--- src/verilog/tmr_pkg.sv ---
// Shared constants and types for the 8-bit single-compare timer.
// Assumes a 32-bit Avalon-MM slave with byte addresses, one word per register.
package tmr_pkg;

  localparam int TMR_AW = 5;
  localparam int TMR_BW = 32;

  // Register byte offsets
  localparam logic [TMR_AW-1:0] TMR_OFS_CTRL = 5'h00;
  localparam logic [TMR_AW-1:0] TMR_OFS_CNT  = 5'h04;
  localparam logic [TMR_AW-1:0] TMR_OFS_CMP  = 5'h08;
  localparam logic [TMR_AW-1:0] TMR_OFS_FLAG = 5'h0c;
  localparam logic [TMR_AW-1:0] TMR_OFS_MASK = 5'h10;

  localparam logic [7:0] TMR_BOTTOM = 8'h00;
  localparam logic [7:0] TMR_MAX    = 8'hff;
  localparam logic [7:0] TMR_STEP   = 8'h01;

  localparam logic [2:0] TMR_CS_OFF      = 3'h0;
  localparam logic [2:0] TMR_CS_DIV1     = 3'h1;
  localparam logic [2:0] TMR_CS_DIV8     = 3'h2;
  localparam logic [2:0] TMR_CS_DIV64    = 3'h3;
  localparam logic [2:0] TMR_CS_DIV256   = 3'h4;
  localparam logic [2:0] TMR_CS_DIV1024  = 3'h5;
  localparam logic [2:0] TMR_CS_EXT_FALL = 3'h6;
  localparam logic [2:0] TMR_CS_EXT_RISE = 3'h7;

  localparam int         TMR_PRE_W      = 10;
  localparam logic [9:0] TMR_PRE_M8     = 10'h007;
  localparam logic [9:0] TMR_PRE_M64    = 10'h03f;
  localparam logic [9:0] TMR_PRE_M256   = 10'h0ff;
  localparam logic [9:0] TMR_PRE_M1024  = 10'h3ff;

  localparam logic [1:0] TMR_COM_OFF    = 2'h0;
  localparam logic [1:0] TMR_COM_TOGGLE = 2'h1;
  localparam logic [1:0] TMR_COM_CLEAR  = 2'h2;
  localparam logic [1:0] TMR_COM_SET    = 2'h3;

  localparam int TMR_FOC_BIT = 7;

  typedef enum logic [1:0] {
    TMR_WGM_NORMAL,
    TMR_WGM_PWM_PC,
    TMR_WGM_CTC,
    TMR_WGM_PWM_FAST
  } tmr_wgm_t;

  typedef enum logic {
    TMR_DIR_UP,
    TMR_DIR_DOWN
  } tmr_dir_t;

  // Control register A layout, low bits of the word
  typedef struct packed {
    logic [1:0] com;
    tmr_wgm_t   wgm;
    logic [2:0] cs;
  } tmr_ctrl_t;

  // Flag and mask layout: bit1 compare, bit0 overflow
  typedef struct packed {
    logic cmp;
    logic ovf;
  } tmr_flag_t;

  localparam int TMR_CTRL_W = 7;
  localparam int TMR_FLAG_W = 2;

endpackage
--- src/verilog/tmr_clk_sel.sv ---
// Clock selection: prescaled system clock or edges of the external count pin.
// Assumes the count pin is already synchronous to clk_i.
`timescale 1ns/1ps
module tmr_clk_sel
  import tmr_pkg::*;
(
  input  wire logic       clk_i,
  input  wire logic       rst_n_i,
  input  wire logic [2:0] cs_i,
  input  wire logic       ext_pin_i,
  output logic            tick_o
);

  logic [TMR_PRE_W-1:0] pre;
  logic                 ext_q;
  logic                 next_tick;
  wire                  ext_rise = ext_pin_i & ~ext_q;
  wire                  ext_fall = ~ext_pin_i & ext_q;

  // Prescaler free-runs; taps fire when the low bits are all ones
  always_comb begin
    unique case (cs_i)
      TMR_CS_OFF:      next_tick = 1'b0;
      TMR_CS_DIV1:     next_tick = 1'b1;
      TMR_CS_DIV8:     next_tick = (pre & TMR_PRE_M8) == TMR_PRE_M8;
      TMR_CS_DIV64:    next_tick = (pre & TMR_PRE_M64) == TMR_PRE_M64;
      TMR_CS_DIV256:   next_tick = (pre & TMR_PRE_M256) == TMR_PRE_M256;
      TMR_CS_DIV1024:  next_tick = pre == TMR_PRE_M1024;
      TMR_CS_EXT_FALL: next_tick = ext_fall;
      TMR_CS_EXT_RISE: next_tick = ext_rise;
    endcase
  end

  always_ff @(posedge clk_i or negedge rst_n_i) begin
    if (!rst_n_i) begin
      pre    <= '0;
      ext_q  <= 1'b0;
      tick_o <= 1'b0;
    end else begin
      pre    <= pre + TMR_PRE_W'(1);
      ext_q  <= ext_pin_i;
      tick_o <= next_tick;
    end
  end

endmodule

--- src/verilog/tmr_core.sv ---
// 8-bit timer/counter with one compare unit behind an Avalon-MM slave.
// Assumes clk_i at 100 MHz and a count pin synchronous to clk_i.
`timescale 1ns/1ps
module tmr_core
  import tmr_pkg::*;
(
  input  wire logic              clk_i,
  input  wire logic              reset_n_i,
  input  wire logic [TMR_AW-1:0] avm_address_i,
  input  wire logic              avm_read_i,
  input  wire logic              avm_write_i,
  input  wire logic [TMR_BW-1:0] avm_writedata_i,
  output logic      [TMR_BW-1:0] avm_readdata_o,
  output logic                   avm_waitrequest_o,
  input  wire logic              ext_count_pin_i,
  output logic                   compare_output_pin_o,
  output logic                   compare_output_pin_oe_o,
  output logic                   irq_o
);

  logic       rst_meta;
  logic       rst_n;
  tmr_ctrl_t  timer_ctrl_reg_a;
  logic [7:0] counter_value;
  logic [7:0] compare_value_reg;
  logic [7:0] cmp_active;
  tmr_flag_t  timer_flag_reg;
  tmr_flag_t  timer_mask_reg;
  tmr_dir_t   dir;
  logic       block;
  logic       oc;
  logic       timer_tick;

  logic [7:0]      next_cnt;
  tmr_dir_t        next_dir;
  logic            ovf_ev;
  logic            next_oc;
  logic [TMR_BW-1:0] next_rdata;

  // Reset release through two flops; only rst_n is used downstream
  always_ff @(posedge clk_i or negedge reset_n_i) begin
    if (!reset_n_i) begin
      rst_meta <= 1'b0;
      rst_n    <= 1'b0;
    end else begin
      rst_meta <= 1'b1;
      rst_n    <= rst_meta;
    end
  end

  // Bus decode; a request is answered one cycle after it is seen
  wire req      = avm_read_i | avm_write_i;
  wire wr_en    = avm_write_i & ~avm_waitrequest_o;
  wire hit_ctrl = avm_address_i == TMR_OFS_CTRL;
  wire hit_cnt  = avm_address_i == TMR_OFS_CNT;
  wire hit_cmp  = avm_address_i == TMR_OFS_CMP;
  wire hit_flag = avm_address_i == TMR_OFS_FLAG;
  wire hit_mask = avm_address_i == TMR_OFS_MASK;
  wire wr_ctrl  = wr_en & hit_ctrl;
  wire wr_cnt   = wr_en & hit_cnt;
  wire wr_cmp   = wr_en & hit_cmp;
  wire wr_flag  = wr_en & hit_flag;
  wire wr_mask  = wr_en & hit_mask;

  // Field decode
  wire tmr_wgm_t   wgm      = timer_ctrl_reg_a.wgm;
  // Output mode written together with the force strobe acts at once
  wire tmr_ctrl_t  ctrl_wdata = tmr_ctrl_t'(avm_writedata_i[TMR_CTRL_W-1:0]);
  wire logic [1:0] com      = wr_ctrl ? ctrl_wdata.com : timer_ctrl_reg_a.com;
  wire             is_pwm   = (wgm == TMR_WGM_PWM_PC) | (wgm == TMR_WGM_PWM_FAST);
  wire logic [7:0] top_val  = (wgm == TMR_WGM_CTC) ? cmp_active : TMR_MAX;
  wire             at_bot   = counter_value == TMR_BOTTOM;
  wire             at_max   = counter_value == TMR_MAX;
  wire             at_top   = counter_value == top_val;
  wire             equal    = counter_value == cmp_active;
  wire             cmp_ev   = timer_tick & equal & ~block;
  wire             buf_load = timer_tick & is_pwm & at_max;
  wire             force_oc = wr_ctrl & avm_writedata_i[TMR_FOC_BIT] & ~is_pwm;
  wire tmr_flag_t  clr_mask = wr_flag ? tmr_flag_t'(avm_writedata_i[TMR_FLAG_W-1:0]) : '0;

  tmr_clk_sel u_clk_sel (
    .clk_i     (clk_i),
    .rst_n_i   (rst_n),
    .cs_i      (timer_ctrl_reg_a.cs),
    .ext_pin_i (ext_count_pin_i),
    .tick_o    (timer_tick)
  );

  // Count sequence per mode
  always_comb begin
    next_cnt = counter_value;
    next_dir = dir;
    ovf_ev   = 1'b0;
    if (timer_tick) begin
      unique case (wgm)
        TMR_WGM_NORMAL, TMR_WGM_PWM_FAST: begin
          next_cnt = counter_value + TMR_STEP;
          ovf_ev   = at_max;
        end
        TMR_WGM_CTC: begin
          next_cnt = at_top ? TMR_BOTTOM : counter_value + TMR_STEP;
          ovf_ev   = at_max;
        end
        TMR_WGM_PWM_PC: begin
          if (dir == TMR_DIR_UP) begin
            if (at_max) begin
              next_dir = TMR_DIR_DOWN;
              next_cnt = counter_value - TMR_STEP;
            end else begin
              next_cnt = counter_value + TMR_STEP;
            end
          end else begin
            if (at_bot) begin
              next_dir = TMR_DIR_UP;
              next_cnt = counter_value + TMR_STEP;
              ovf_ev   = 1'b1;
            end else begin
              next_cnt = counter_value - TMR_STEP;
            end
          end
        end
      endcase
    end
    if (wr_cnt) begin
      next_cnt = avm_writedata_i[7:0];
    end
  end

  // Waveform generator
  always_comb begin
    next_oc = oc;
    if (cmp_ev | force_oc) begin
      unique case (wgm)
        TMR_WGM_NORMAL, TMR_WGM_CTC: begin
          unique case (com)
            TMR_COM_OFF:    next_oc = oc;
            TMR_COM_TOGGLE: next_oc = ~oc;
            TMR_COM_CLEAR:  next_oc = 1'b0;
            TMR_COM_SET:    next_oc = 1'b1;
          endcase
        end
        TMR_WGM_PWM_FAST: begin
          if (com == TMR_COM_CLEAR) next_oc = 1'b0;
          if (com == TMR_COM_SET) next_oc = 1'b1;
        end
        TMR_WGM_PWM_PC: begin
          // Clear on the way up, set on the way down: symmetric pulses
          if (com == TMR_COM_CLEAR) next_oc = (dir == TMR_DIR_DOWN);
          if (com == TMR_COM_SET) next_oc = (dir == TMR_DIR_UP);
        end
      endcase
    end
    // Fast PWM restarts the pulse at BOTTOM; this wins over a match at MAX
    if (timer_tick & at_max & (wgm == TMR_WGM_PWM_FAST)) begin
      if (com == TMR_COM_CLEAR) next_oc = 1'b1;
      if (com == TMR_COM_SET) next_oc = 1'b0;
    end
  end

  // Read mux; unmapped addresses read zero
  always_comb begin
    next_rdata = '0;
    if (hit_ctrl) next_rdata[TMR_CTRL_W-1:0] = timer_ctrl_reg_a;
    if (hit_cnt) next_rdata[7:0] = counter_value;
    if (hit_cmp) next_rdata[7:0] = compare_value_reg;
    if (hit_flag) next_rdata[TMR_FLAG_W-1:0] = timer_flag_reg;
    if (hit_mask) next_rdata[TMR_FLAG_W-1:0] = timer_mask_reg;
  end

  always_ff @(posedge clk_i or negedge rst_n) begin
    if (!rst_n) begin
      avm_waitrequest_o <= 1'b1;
      avm_readdata_o    <= '0;
    end else begin
      avm_waitrequest_o <= ~(req & avm_waitrequest_o);
      if (req & avm_waitrequest_o) avm_readdata_o <= next_rdata;
    end
  end

  always_ff @(posedge clk_i or negedge rst_n) begin
    if (!rst_n) begin
      timer_ctrl_reg_a <= '0;
      timer_mask_reg   <= '0;
    end else begin
      if (wr_ctrl) timer_ctrl_reg_a <= tmr_ctrl_t'(avm_writedata_i[TMR_CTRL_W-1:0]);
      if (wr_mask) timer_mask_reg <= tmr_flag_t'(avm_writedata_i[TMR_FLAG_W-1:0]);
    end
  end

  always_ff @(posedge clk_i or negedge rst_n) begin
    if (!rst_n) begin
      counter_value <= TMR_BOTTOM;
      dir           <= TMR_DIR_UP;
      block         <= 1'b0;
    end else begin
      counter_value <= next_cnt;
      dir           <= next_dir;
      // A counter write hides the match on the following tick
      block         <= wr_cnt | (block & ~timer_tick);
    end
  end

  // Double buffer: PWM modes load the active value only at TOP
  always_ff @(posedge clk_i or negedge rst_n) begin
    if (!rst_n) begin
      compare_value_reg <= TMR_BOTTOM;
      cmp_active        <= TMR_BOTTOM;
    end else begin
      if (wr_cmp) compare_value_reg <= avm_writedata_i[7:0];
      if (wr_cmp & ~is_pwm) cmp_active <= avm_writedata_i[7:0];
      else if (buf_load) cmp_active <= compare_value_reg;
    end
  end

  // Set wins over a write-one clear in the same cycle
  always_ff @(posedge clk_i or negedge rst_n) begin
    if (!rst_n) begin
      timer_flag_reg <= '0;
    end else begin
      timer_flag_reg.cmp <= (timer_flag_reg.cmp & ~clr_mask.cmp) | cmp_ev;
      timer_flag_reg.ovf <= (timer_flag_reg.ovf & ~clr_mask.ovf) | ovf_ev;
    end
  end

  always_ff @(posedge clk_i or negedge rst_n) begin
    if (!rst_n) begin
      oc                      <= 1'b0;
      compare_output_pin_o    <= 1'b0;
      compare_output_pin_oe_o <= 1'b0;
      irq_o                   <= 1'b0;
    end else begin
      oc                      <= next_oc;
      compare_output_pin_o    <= next_oc;
      compare_output_pin_oe_o <= com != TMR_COM_OFF;
      irq_o                   <= |(timer_flag_reg & timer_mask_reg);
    end
  end

  AST_BUS_ANSWER: assert property (
    @(posedge clk_i) disable iff (!rst_n)
    (req & avm_waitrequest_o) |=> !avm_waitrequest_o
  ) else $error("bus request not answered in one cycle");

  AST_CNT_WRITE_WINS: assert property (
    @(posedge clk_i) disable iff (!rst_n)
    wr_cnt |=> counter_value == $past(avm_writedata_i[7:0])
  ) else $error("counter write lost to count");

  AST_STOPPED: assert property (
    @(posedge clk_i) disable iff (!rst_n)
    ((timer_ctrl_reg_a.cs == TMR_CS_OFF) & !wr_cnt & !wr_ctrl)[*2]
      |=> !timer_tick && $stable(counter_value)
  ) else $error("counter moved with no clock source");

  AST_CMP_FLAG: assert property (
    @(posedge clk_i) disable iff (!rst_n)
    (timer_tick && equal && !block) |=> timer_flag_reg.cmp
  ) else $error("compare flag not set after match tick");

  AST_OVF_WRAP: assert property (
    @(posedge clk_i) disable iff (!rst_n)
    (timer_tick && wgm == TMR_WGM_NORMAL && at_max && !wr_cnt)
      |=> counter_value == TMR_BOTTOM && timer_flag_reg.ovf
  ) else $error("normal mode wrap without overflow");

  AST_CTC_CLEAR: assert property (
    @(posedge clk_i) disable iff (!rst_n)
    (timer_tick && wgm == TMR_WGM_CTC && equal && !wr_cnt) |=> counter_value == TMR_BOTTOM
  ) else $error("counter not cleared on compare");

  AST_FLAG_CLEAR: assert property (
    @(posedge clk_i) disable iff (!rst_n)
    (wr_flag && avm_writedata_i[1] && !cmp_ev) |=> !timer_flag_reg.cmp
  ) else $error("compare flag not cleared by write");

  AST_PC_TURN: assert property (
    @(posedge clk_i) disable iff (!rst_n)
    (timer_tick && wgm == TMR_WGM_PWM_PC && dir == TMR_DIR_UP && at_max && !wr_cnt)
      |=> dir == TMR_DIR_DOWN && counter_value == TMR_MAX - TMR_STEP
  ) else $error("phase correct count did not turn at MAX");

  AST_MASKED: assert property (
    @(posedge clk_i) disable iff (!rst_n)
    (timer_mask_reg == '0)[*2] |-> !irq_o
  ) else $error("interrupt raised while fully masked");

endmodule

--- config.mk ---
export PLATFORM = sky130hd
export DESIGN_NAME = tmr_core
export DESIGN_NICKNAME = d
export VERILOG_FILES = /design/src/verilog/tmr_pkg.sv /design/src/verilog/tmr_clk_sel.sv /design/src/verilog/tmr_core.sv
export SDC_FILE = /design/constraint.sdc
export NUM_CORES = 1
export LEC_CHECK = 0
export BUFFER_PORTS_ARGS = -buffer_cell sky130_fd_sc_hd__clkbuf_2
export CAP_MARGIN = 20
export CORE_ASPECT_RATIO = 0.7
export CORE_MARGIN = 2
export CORE_UTILIZATION = 40
export CTS_CLUSTER_DIAMETER = 120
export DETAILED_ROUTE_END_ITERATION = 10
export GPL_ROUTABILITY_DRIVEN = 0
export GPL_TIMING_DRIVEN = 0
export PLACE_DENSITY = 0.74
export SLEW_MARGIN = 20
export SYNTH_ARGS = -nofsm -noshare
export SYNTH_HDL_FRONTEND = slang
export SYNTH_SLANG_ARGS = --single-unit
export TNS_END_PERCENT = 5
--- constraint.sdc ---
create_clock -name clk_i -period 1.8 [get_ports clk_i]
set_input_delay 0.27 -clock clk_i [delete_from_list [all_inputs] [get_ports clk_i]]
set_output_delay 0.27 -clock clk_i [all_outputs]
set_load 0.02 [all_outputs]
==> results.toml, run 1 <==
[routing]
finalWirelength_mm = 9.101
vias = 2941
vias_per_cell = 5.196
wl_per_cell_um = 16.08
dr.pass1.iters = 5
drt_iter0_drc = 290
ant_nets = 0
drc_errors = 0

[yosys]
synth_cells = 358
avgSynthCellArea_um2 = 9.947
synth_cell_types = 58
synth_edf_count = 0
async_flop_share_pct = 100.0
yosysWarnings = 0
synth_top_area_share_pct = 43.57
synth_area_um2 = 3561
ys.flop_type = "dfrtp_1"
yosysTopAreaCell = "dfrtp_1"
ys_ff_latch = 63
synth-seq-area-share_pct = 44.31
yosys-top-cells-area = "dfrtp_1 (44%), buf_4 (5.1%), mux2_2 (4.4%)"

[final_layout]
fin_nets = 491
layout_commonest_cell = "dfrtp_1"
largest_reg_flops = 10
final_cell_mix = "dfrtp_1 (58), buf_4 (43), nand2_1 (38), clkbuf_2 (30), conb_1 (25)"
antenna_cells = 0
fillCellCount = 739
max_flop_register = "u_clk_sel.pre"
drive_gt1_share_pct = 35.20
area_growth_pct = 30.78

[pwr]
leakagePower_nw = 2.164
vdd_ir_drop_max_mv = 0.9127
total_power_mw = 5.516
p_per_area_nw_per_um2 = 1184

[critical_path]
cp-start-kind = "flip-flop"
cp_max_fo = 5
path_delay_family = "compound AO/OA/AOI/OAI gates"
max_stage_delay_ps = 380
worst_ep_arrival_time_ps = 2250
crit_slowest_cell = "dfrtp_1"
critical_path_class = "flip-flop to flip-flop"
cp_num_buf_inv = 1
endpoint_kind = "flip-flop"
path_cells = "buf_6 > xor2_2 > nor4_4 > a21boi_2 > a211o_1 > a221oi_2 > a211oi_2"
cp.required_ps = 2010

[timing]
final.period_utilization_pct = 113.4
finalCriticalPeriod_ps = 2042
rsz0062_at_grt = "true"
setup_slack_ps = -242.0
finalClockSkew_ps = 5.354
fmax_mhz = 489.7
finalHoldViolCount = 0
maxSlewHeadroom_pct = 47.13
tightest_slew_ps = 793.0
maxSlewViolCount = 0
setup_viol = 17
setup-tns-final_ps = -1579
timing.hold.ws_ps = 84.02

[clocking]
clkLatencyLatePin_ps = 330
cts_root_buffer = "clkbuf_16"
cts_buffers = 9
htreeDepth = 3
cts_buffer_depth = 2
cts_tree = "done"
clock_sinks = 63
cts.clk_slew.worst_paths_ps = 50

[floorplanning]
coreArea_um2 = 8548
die_h_um = 82.94
initial_utilization_pct = 41.66
die_area_um2 = 9685
die_w_um = 116.8
row_count = 28
ios = 78

[global_route]
antenna_found_initial = 0
grt_pass1_vias = 2793
track_usage_pct = 19.66
grt.overflow.total = 0
grt_pass1_wl_mm = 14.63
grt_max_degree = 62

[job]
maxCapViolCount = 0

[placement]
place_hpwl_mm = 5.996
portBuffers = 29

[min_path]
hold_path_class = "primary input to flip-flop"

[run_status]
run_status = "complete, but fails checks"
violations = "setup timing"
cells in the mapped netlist (all sizes together) (3+ instances only):
cell and number:
dfrtp 62, nand2 40, buf 34, o21ai 22, nor2 17, nand3 15
mux2 14, inv 12, xor2 11, mux2i 10, xnor2 10, a21oi 9
a22o 8, a22oi 8, ha 8, nor3 8, and3 7, clkbuf 7
a31oi 5, nor4 5, a211oi 3, nand4 3, nor2b 3, o31ai 3
metal layers:
layer,up-vias,track usage [%],part of all wire (%)
li1,1393,-,-
met1,1394,28.70,47
met2,132,27.90,43
met3,22,6.204,8.2
met4,0,5.561,1.7
met5,-,0,0
final cells by class:
class / count / area (um^2) / area share, %
plain buffers: 40 / 284.0 / 6.099
clock buffers: 9 / 225.2 / 4.836
clock inverters: 7 / 87.58 / 1.881
inverters: 12 / 47.55 / 1.021
multi-input cells: 265 / 1959 / 42.07
flip-flops and latches: 63 / 1585 / 34.04
well taps: 120 / 150.1 / 3.224
repair buffers: 50 / 317.8 / 6.824
kinds of logic after synthesis:
logic type	synth area share [%]
other	0.2109
adder cells (fa/ha/maj)	2.811
flip-flops	44.31
multiplexers	8.854
AO/OA/AOI/OAI	14.37
buffers and inverters	8.608
XOR/XNOR	5.165
AND/OR/NAND/NOR	15.67
timing repair:
| item | in CTS | in global routing |
|---|---|---|
| endpoints found under the hold margin | 2 | 0 |
| setup endpoints to repair | 18 | 24 |
| pin swaps | 14 | 11 |
| resized for setup | 28 | 25 |
| hold buffers | 1 | 0 |
| setup buffers | 11 | 9 |
final timing paths:
kind	cells after the start	startpoint	slack, ps	endpoint
worst max-delay path	7	counter_value[2]	-240	counter_value[3]
worst min-delay path	1	ext_count_pin_i	80	u_clk_sel.ext_q
worst max register to register	7	counter_value[2]	-240	counter_value[3]
worst min register to register	0	rst_meta	360	rst_n
max in group asynchronous	0	rst_n	810	wgm[0]
min in group asynchronous	2	reset_n_i	250	rst_n
report_power, final:
group | total, mW | internal (mW) | switching [mW]
registers | 1.82 | 1.63 | 0.199
clock network | 1.81 | 1.20 | 0.613
logic | 1.88 | 0.845 | 1.03
worst register-to-register path: cells and delay by family, from the launching register on:
kind / cells / cell delay [ps]
flops: 1 / 380
xor+xnor: 1 / 190
buf+inv: 1 / 140
compound gates: 4 / 880
simple gates: 1 / 330
metrics by stage:
step,util (%),worst slack (ps),area [um^2],instances
floorplan,-,-49.24,3661,381
global placement,46.28,-392.4,3956,530
detailed placement,46.31,-434.3,3959,530
CTS,52.15,-186.2,4458,557
global route,54.48,-292.4,4657,566
finish,54.48,-242.0,4657,566
(Power assumes the default switching activity.)
==> inputs of run 2 (changes only) <==
- CORE_MARGIN: 2 -> 8
==> run 2 against run 1 <==
The run still ends with setup timing left; global-route usage shrank 3.9 points; maximum frequency shrank 0.97%; die area grew 26%.
==> results.toml, run 2 (synthesis gave the netlist of run 1 again) <==
[timing]
finalHoldViolCount = 0
setup_slack_ps = -262.0
final.period_utilization_pct = 114.6
fmax_mhz = 485.0
maxSlewViolCount = 0
tightest_slew_ps = 813.8
maxSlewHeadroom_pct = 45.74
rsz0062_at_grt = "true"
finalClockSkew_ps = 8.099
setup_viol = 10
finalCriticalPeriod_ps = 2062

[final_layout]
drive_gt1_share_pct = 34.68
fin_nets = 490
area_growth_pct = 31.13
layout_commonest_cell = "dfrtp_1"
final_cell_mix = "dfrtp_1 (58), buf_4 (40), nand2_1 (38), clkbuf_2 (30), conb_1 (25)"
fillCellCount = 718
antenna_cells = 0
fin_area_um2 = 4669
fin_util_pct = 54.63
max_flop_register = "u_clk_sel.pre"
largest_reg_flops = 10

[routing]
finalWirelength_mm = 9.641
wl_per_cell_um = 17.09
dr.pass1.iters = 5
drc_errors = 0
ant_nets = 0
drt_iter0_drc = 286
vias_per_cell = 5.259
vias = 2966

[clocking]
clkLatencyLatePin_ps = 340
clock_sinks = 63
cts_buffers = 9
htreeDepth = 3
cts_tree = "done"
cts_root_buffer = "clkbuf_16"
cts_buffer_depth = 2
cts.clk_slew.worst_paths_ps = 50

[floorplanning]
row_count = 28
die_h_um = 94.94
coreArea_um2 = 8548
initial_utilization_pct = 41.66
die_w_um = 128.8
ios = 78
die_area_um2 = 12230

[placement]
placed_cell_area_um2 = 3959
portBuffers = 29
place_hpwl_mm = 6.338

[critical_path]
worst_ep_arrival_time_ps = 2270
cp_max_fo = 4
cp.required_ps = 2010
cp-start-kind = "flip-flop"
critical_path_class = "flip-flop to flip-flop"
endpoint_kind = "flip-flop"

[global_route]
grt_pass1_wl_mm = 14.90
track_usage_pct = 15.79
grt_pass1_vias = 2826
antenna_found_initial = 0
grt_max_degree = 62
grt.overflow.total = 0

[pwr]
vdd_ir_drop_max_mv = 0.6640
leakagePower_nw = 2.163
p_per_area_nw_per_um2 = 1211

[min_path]
hold_path_class = "primary input to flip-flop"

[run_status]
violations = "setup timing"
run_status = "complete, but fails checks"

[job]
maxCapViolCount = 0
run 2: cell count changes in the layout (fill, tap and decap cells not counted), sizes merged:
cell          change
clkinv            -3
dlymetal6s2s      +1
clkinvlp          -1
clkbuf            +1
run 2: path summary, 6_finish.rpt:
kind	start	endpoint	slack [ps]	depth (start not counted)
worst max-delay path	counter_value[4]	counter_value[3]	-260	7
worst min-delay path	ext_count_pin_i	u_clk_sel.ext_q	90	1
worst max register to register	counter_value[4]	counter_value[3]	-260	7
worst min register to register	rst_meta	rst_n	350	0
max in group asynchronous	rst_n	counter_value[6]	790	0
min in group asynchronous	reset_n_i	rst_n	270	2
run 2: repair_timing:
action | in CTS | in global routing
hold endpoints to repair | 2 | 0
setup endpoints to repair | 18 | 24
hold buffers | 1 | 0
pin swaps | 9 | 19
setup buffers | 6 | 13
gates resized for setup | 27 | 27
run 2: layer usage:
layer | part of all wire (%) | wire (um) | global-route usage [%]
met5 | 0 | 0 | 0
met4 | 1.9 | 181 | 5.940
met3 | 8.9 | 856 | 6.190
met2 | 45 | 4322 | 23.53
met1 | 44 | 4281 | 20.33
run 2: where the power goes:
group	internal, mW	switching [mW]
combinational	0.852	1.04
sequential	1.63	0.208
clock	1.31	0.612
run 2: worst max-delay path, cell delays in order, from the launching register on:
cell	delay [ps]
dfrtp_1	380
buf_6	130
xor2_2	200
nor4_4	350
a21boi_2	170
a211o_4	360
a221oi_2	270
a211oi_1	70
run 2: final cells by class:
type / instances / area (um^2) / area share, %
Clock inverter: 3 / 65.06 / 1.393
Timing Repair Buffer: 49 / 322.8 / 6.913
Clock buffer: 12 / 266.5 / 5.707
Tap cell: 120 / 150.1 / 3.215
Buffer: 40 / 287.8 / 6.163
Multi-Input combinational cell: 265 / 1947 / 41.69
Inverter: 12 / 45.04 / 0.9646
Sequential cell: 63 / 1585 / 33.95
run 2: metrics by stage:
step                std cells  hold slack [ps]  worst slack [ps]  power [mW]  TNS (ps)
finish                    564            85.96            -262.0       5.655     -1570
global route              564            89.98            -325.5       5.881     -2938
CTS                       551            78.32            -159.9       5.277    -967.9
detailed placement        530            58.72            -394.6       3.151     -5265
global placement          530            55.60            -395.5       3.117     -5029
floorplan                 381           -25.59            -49.24       2.796    -62.42
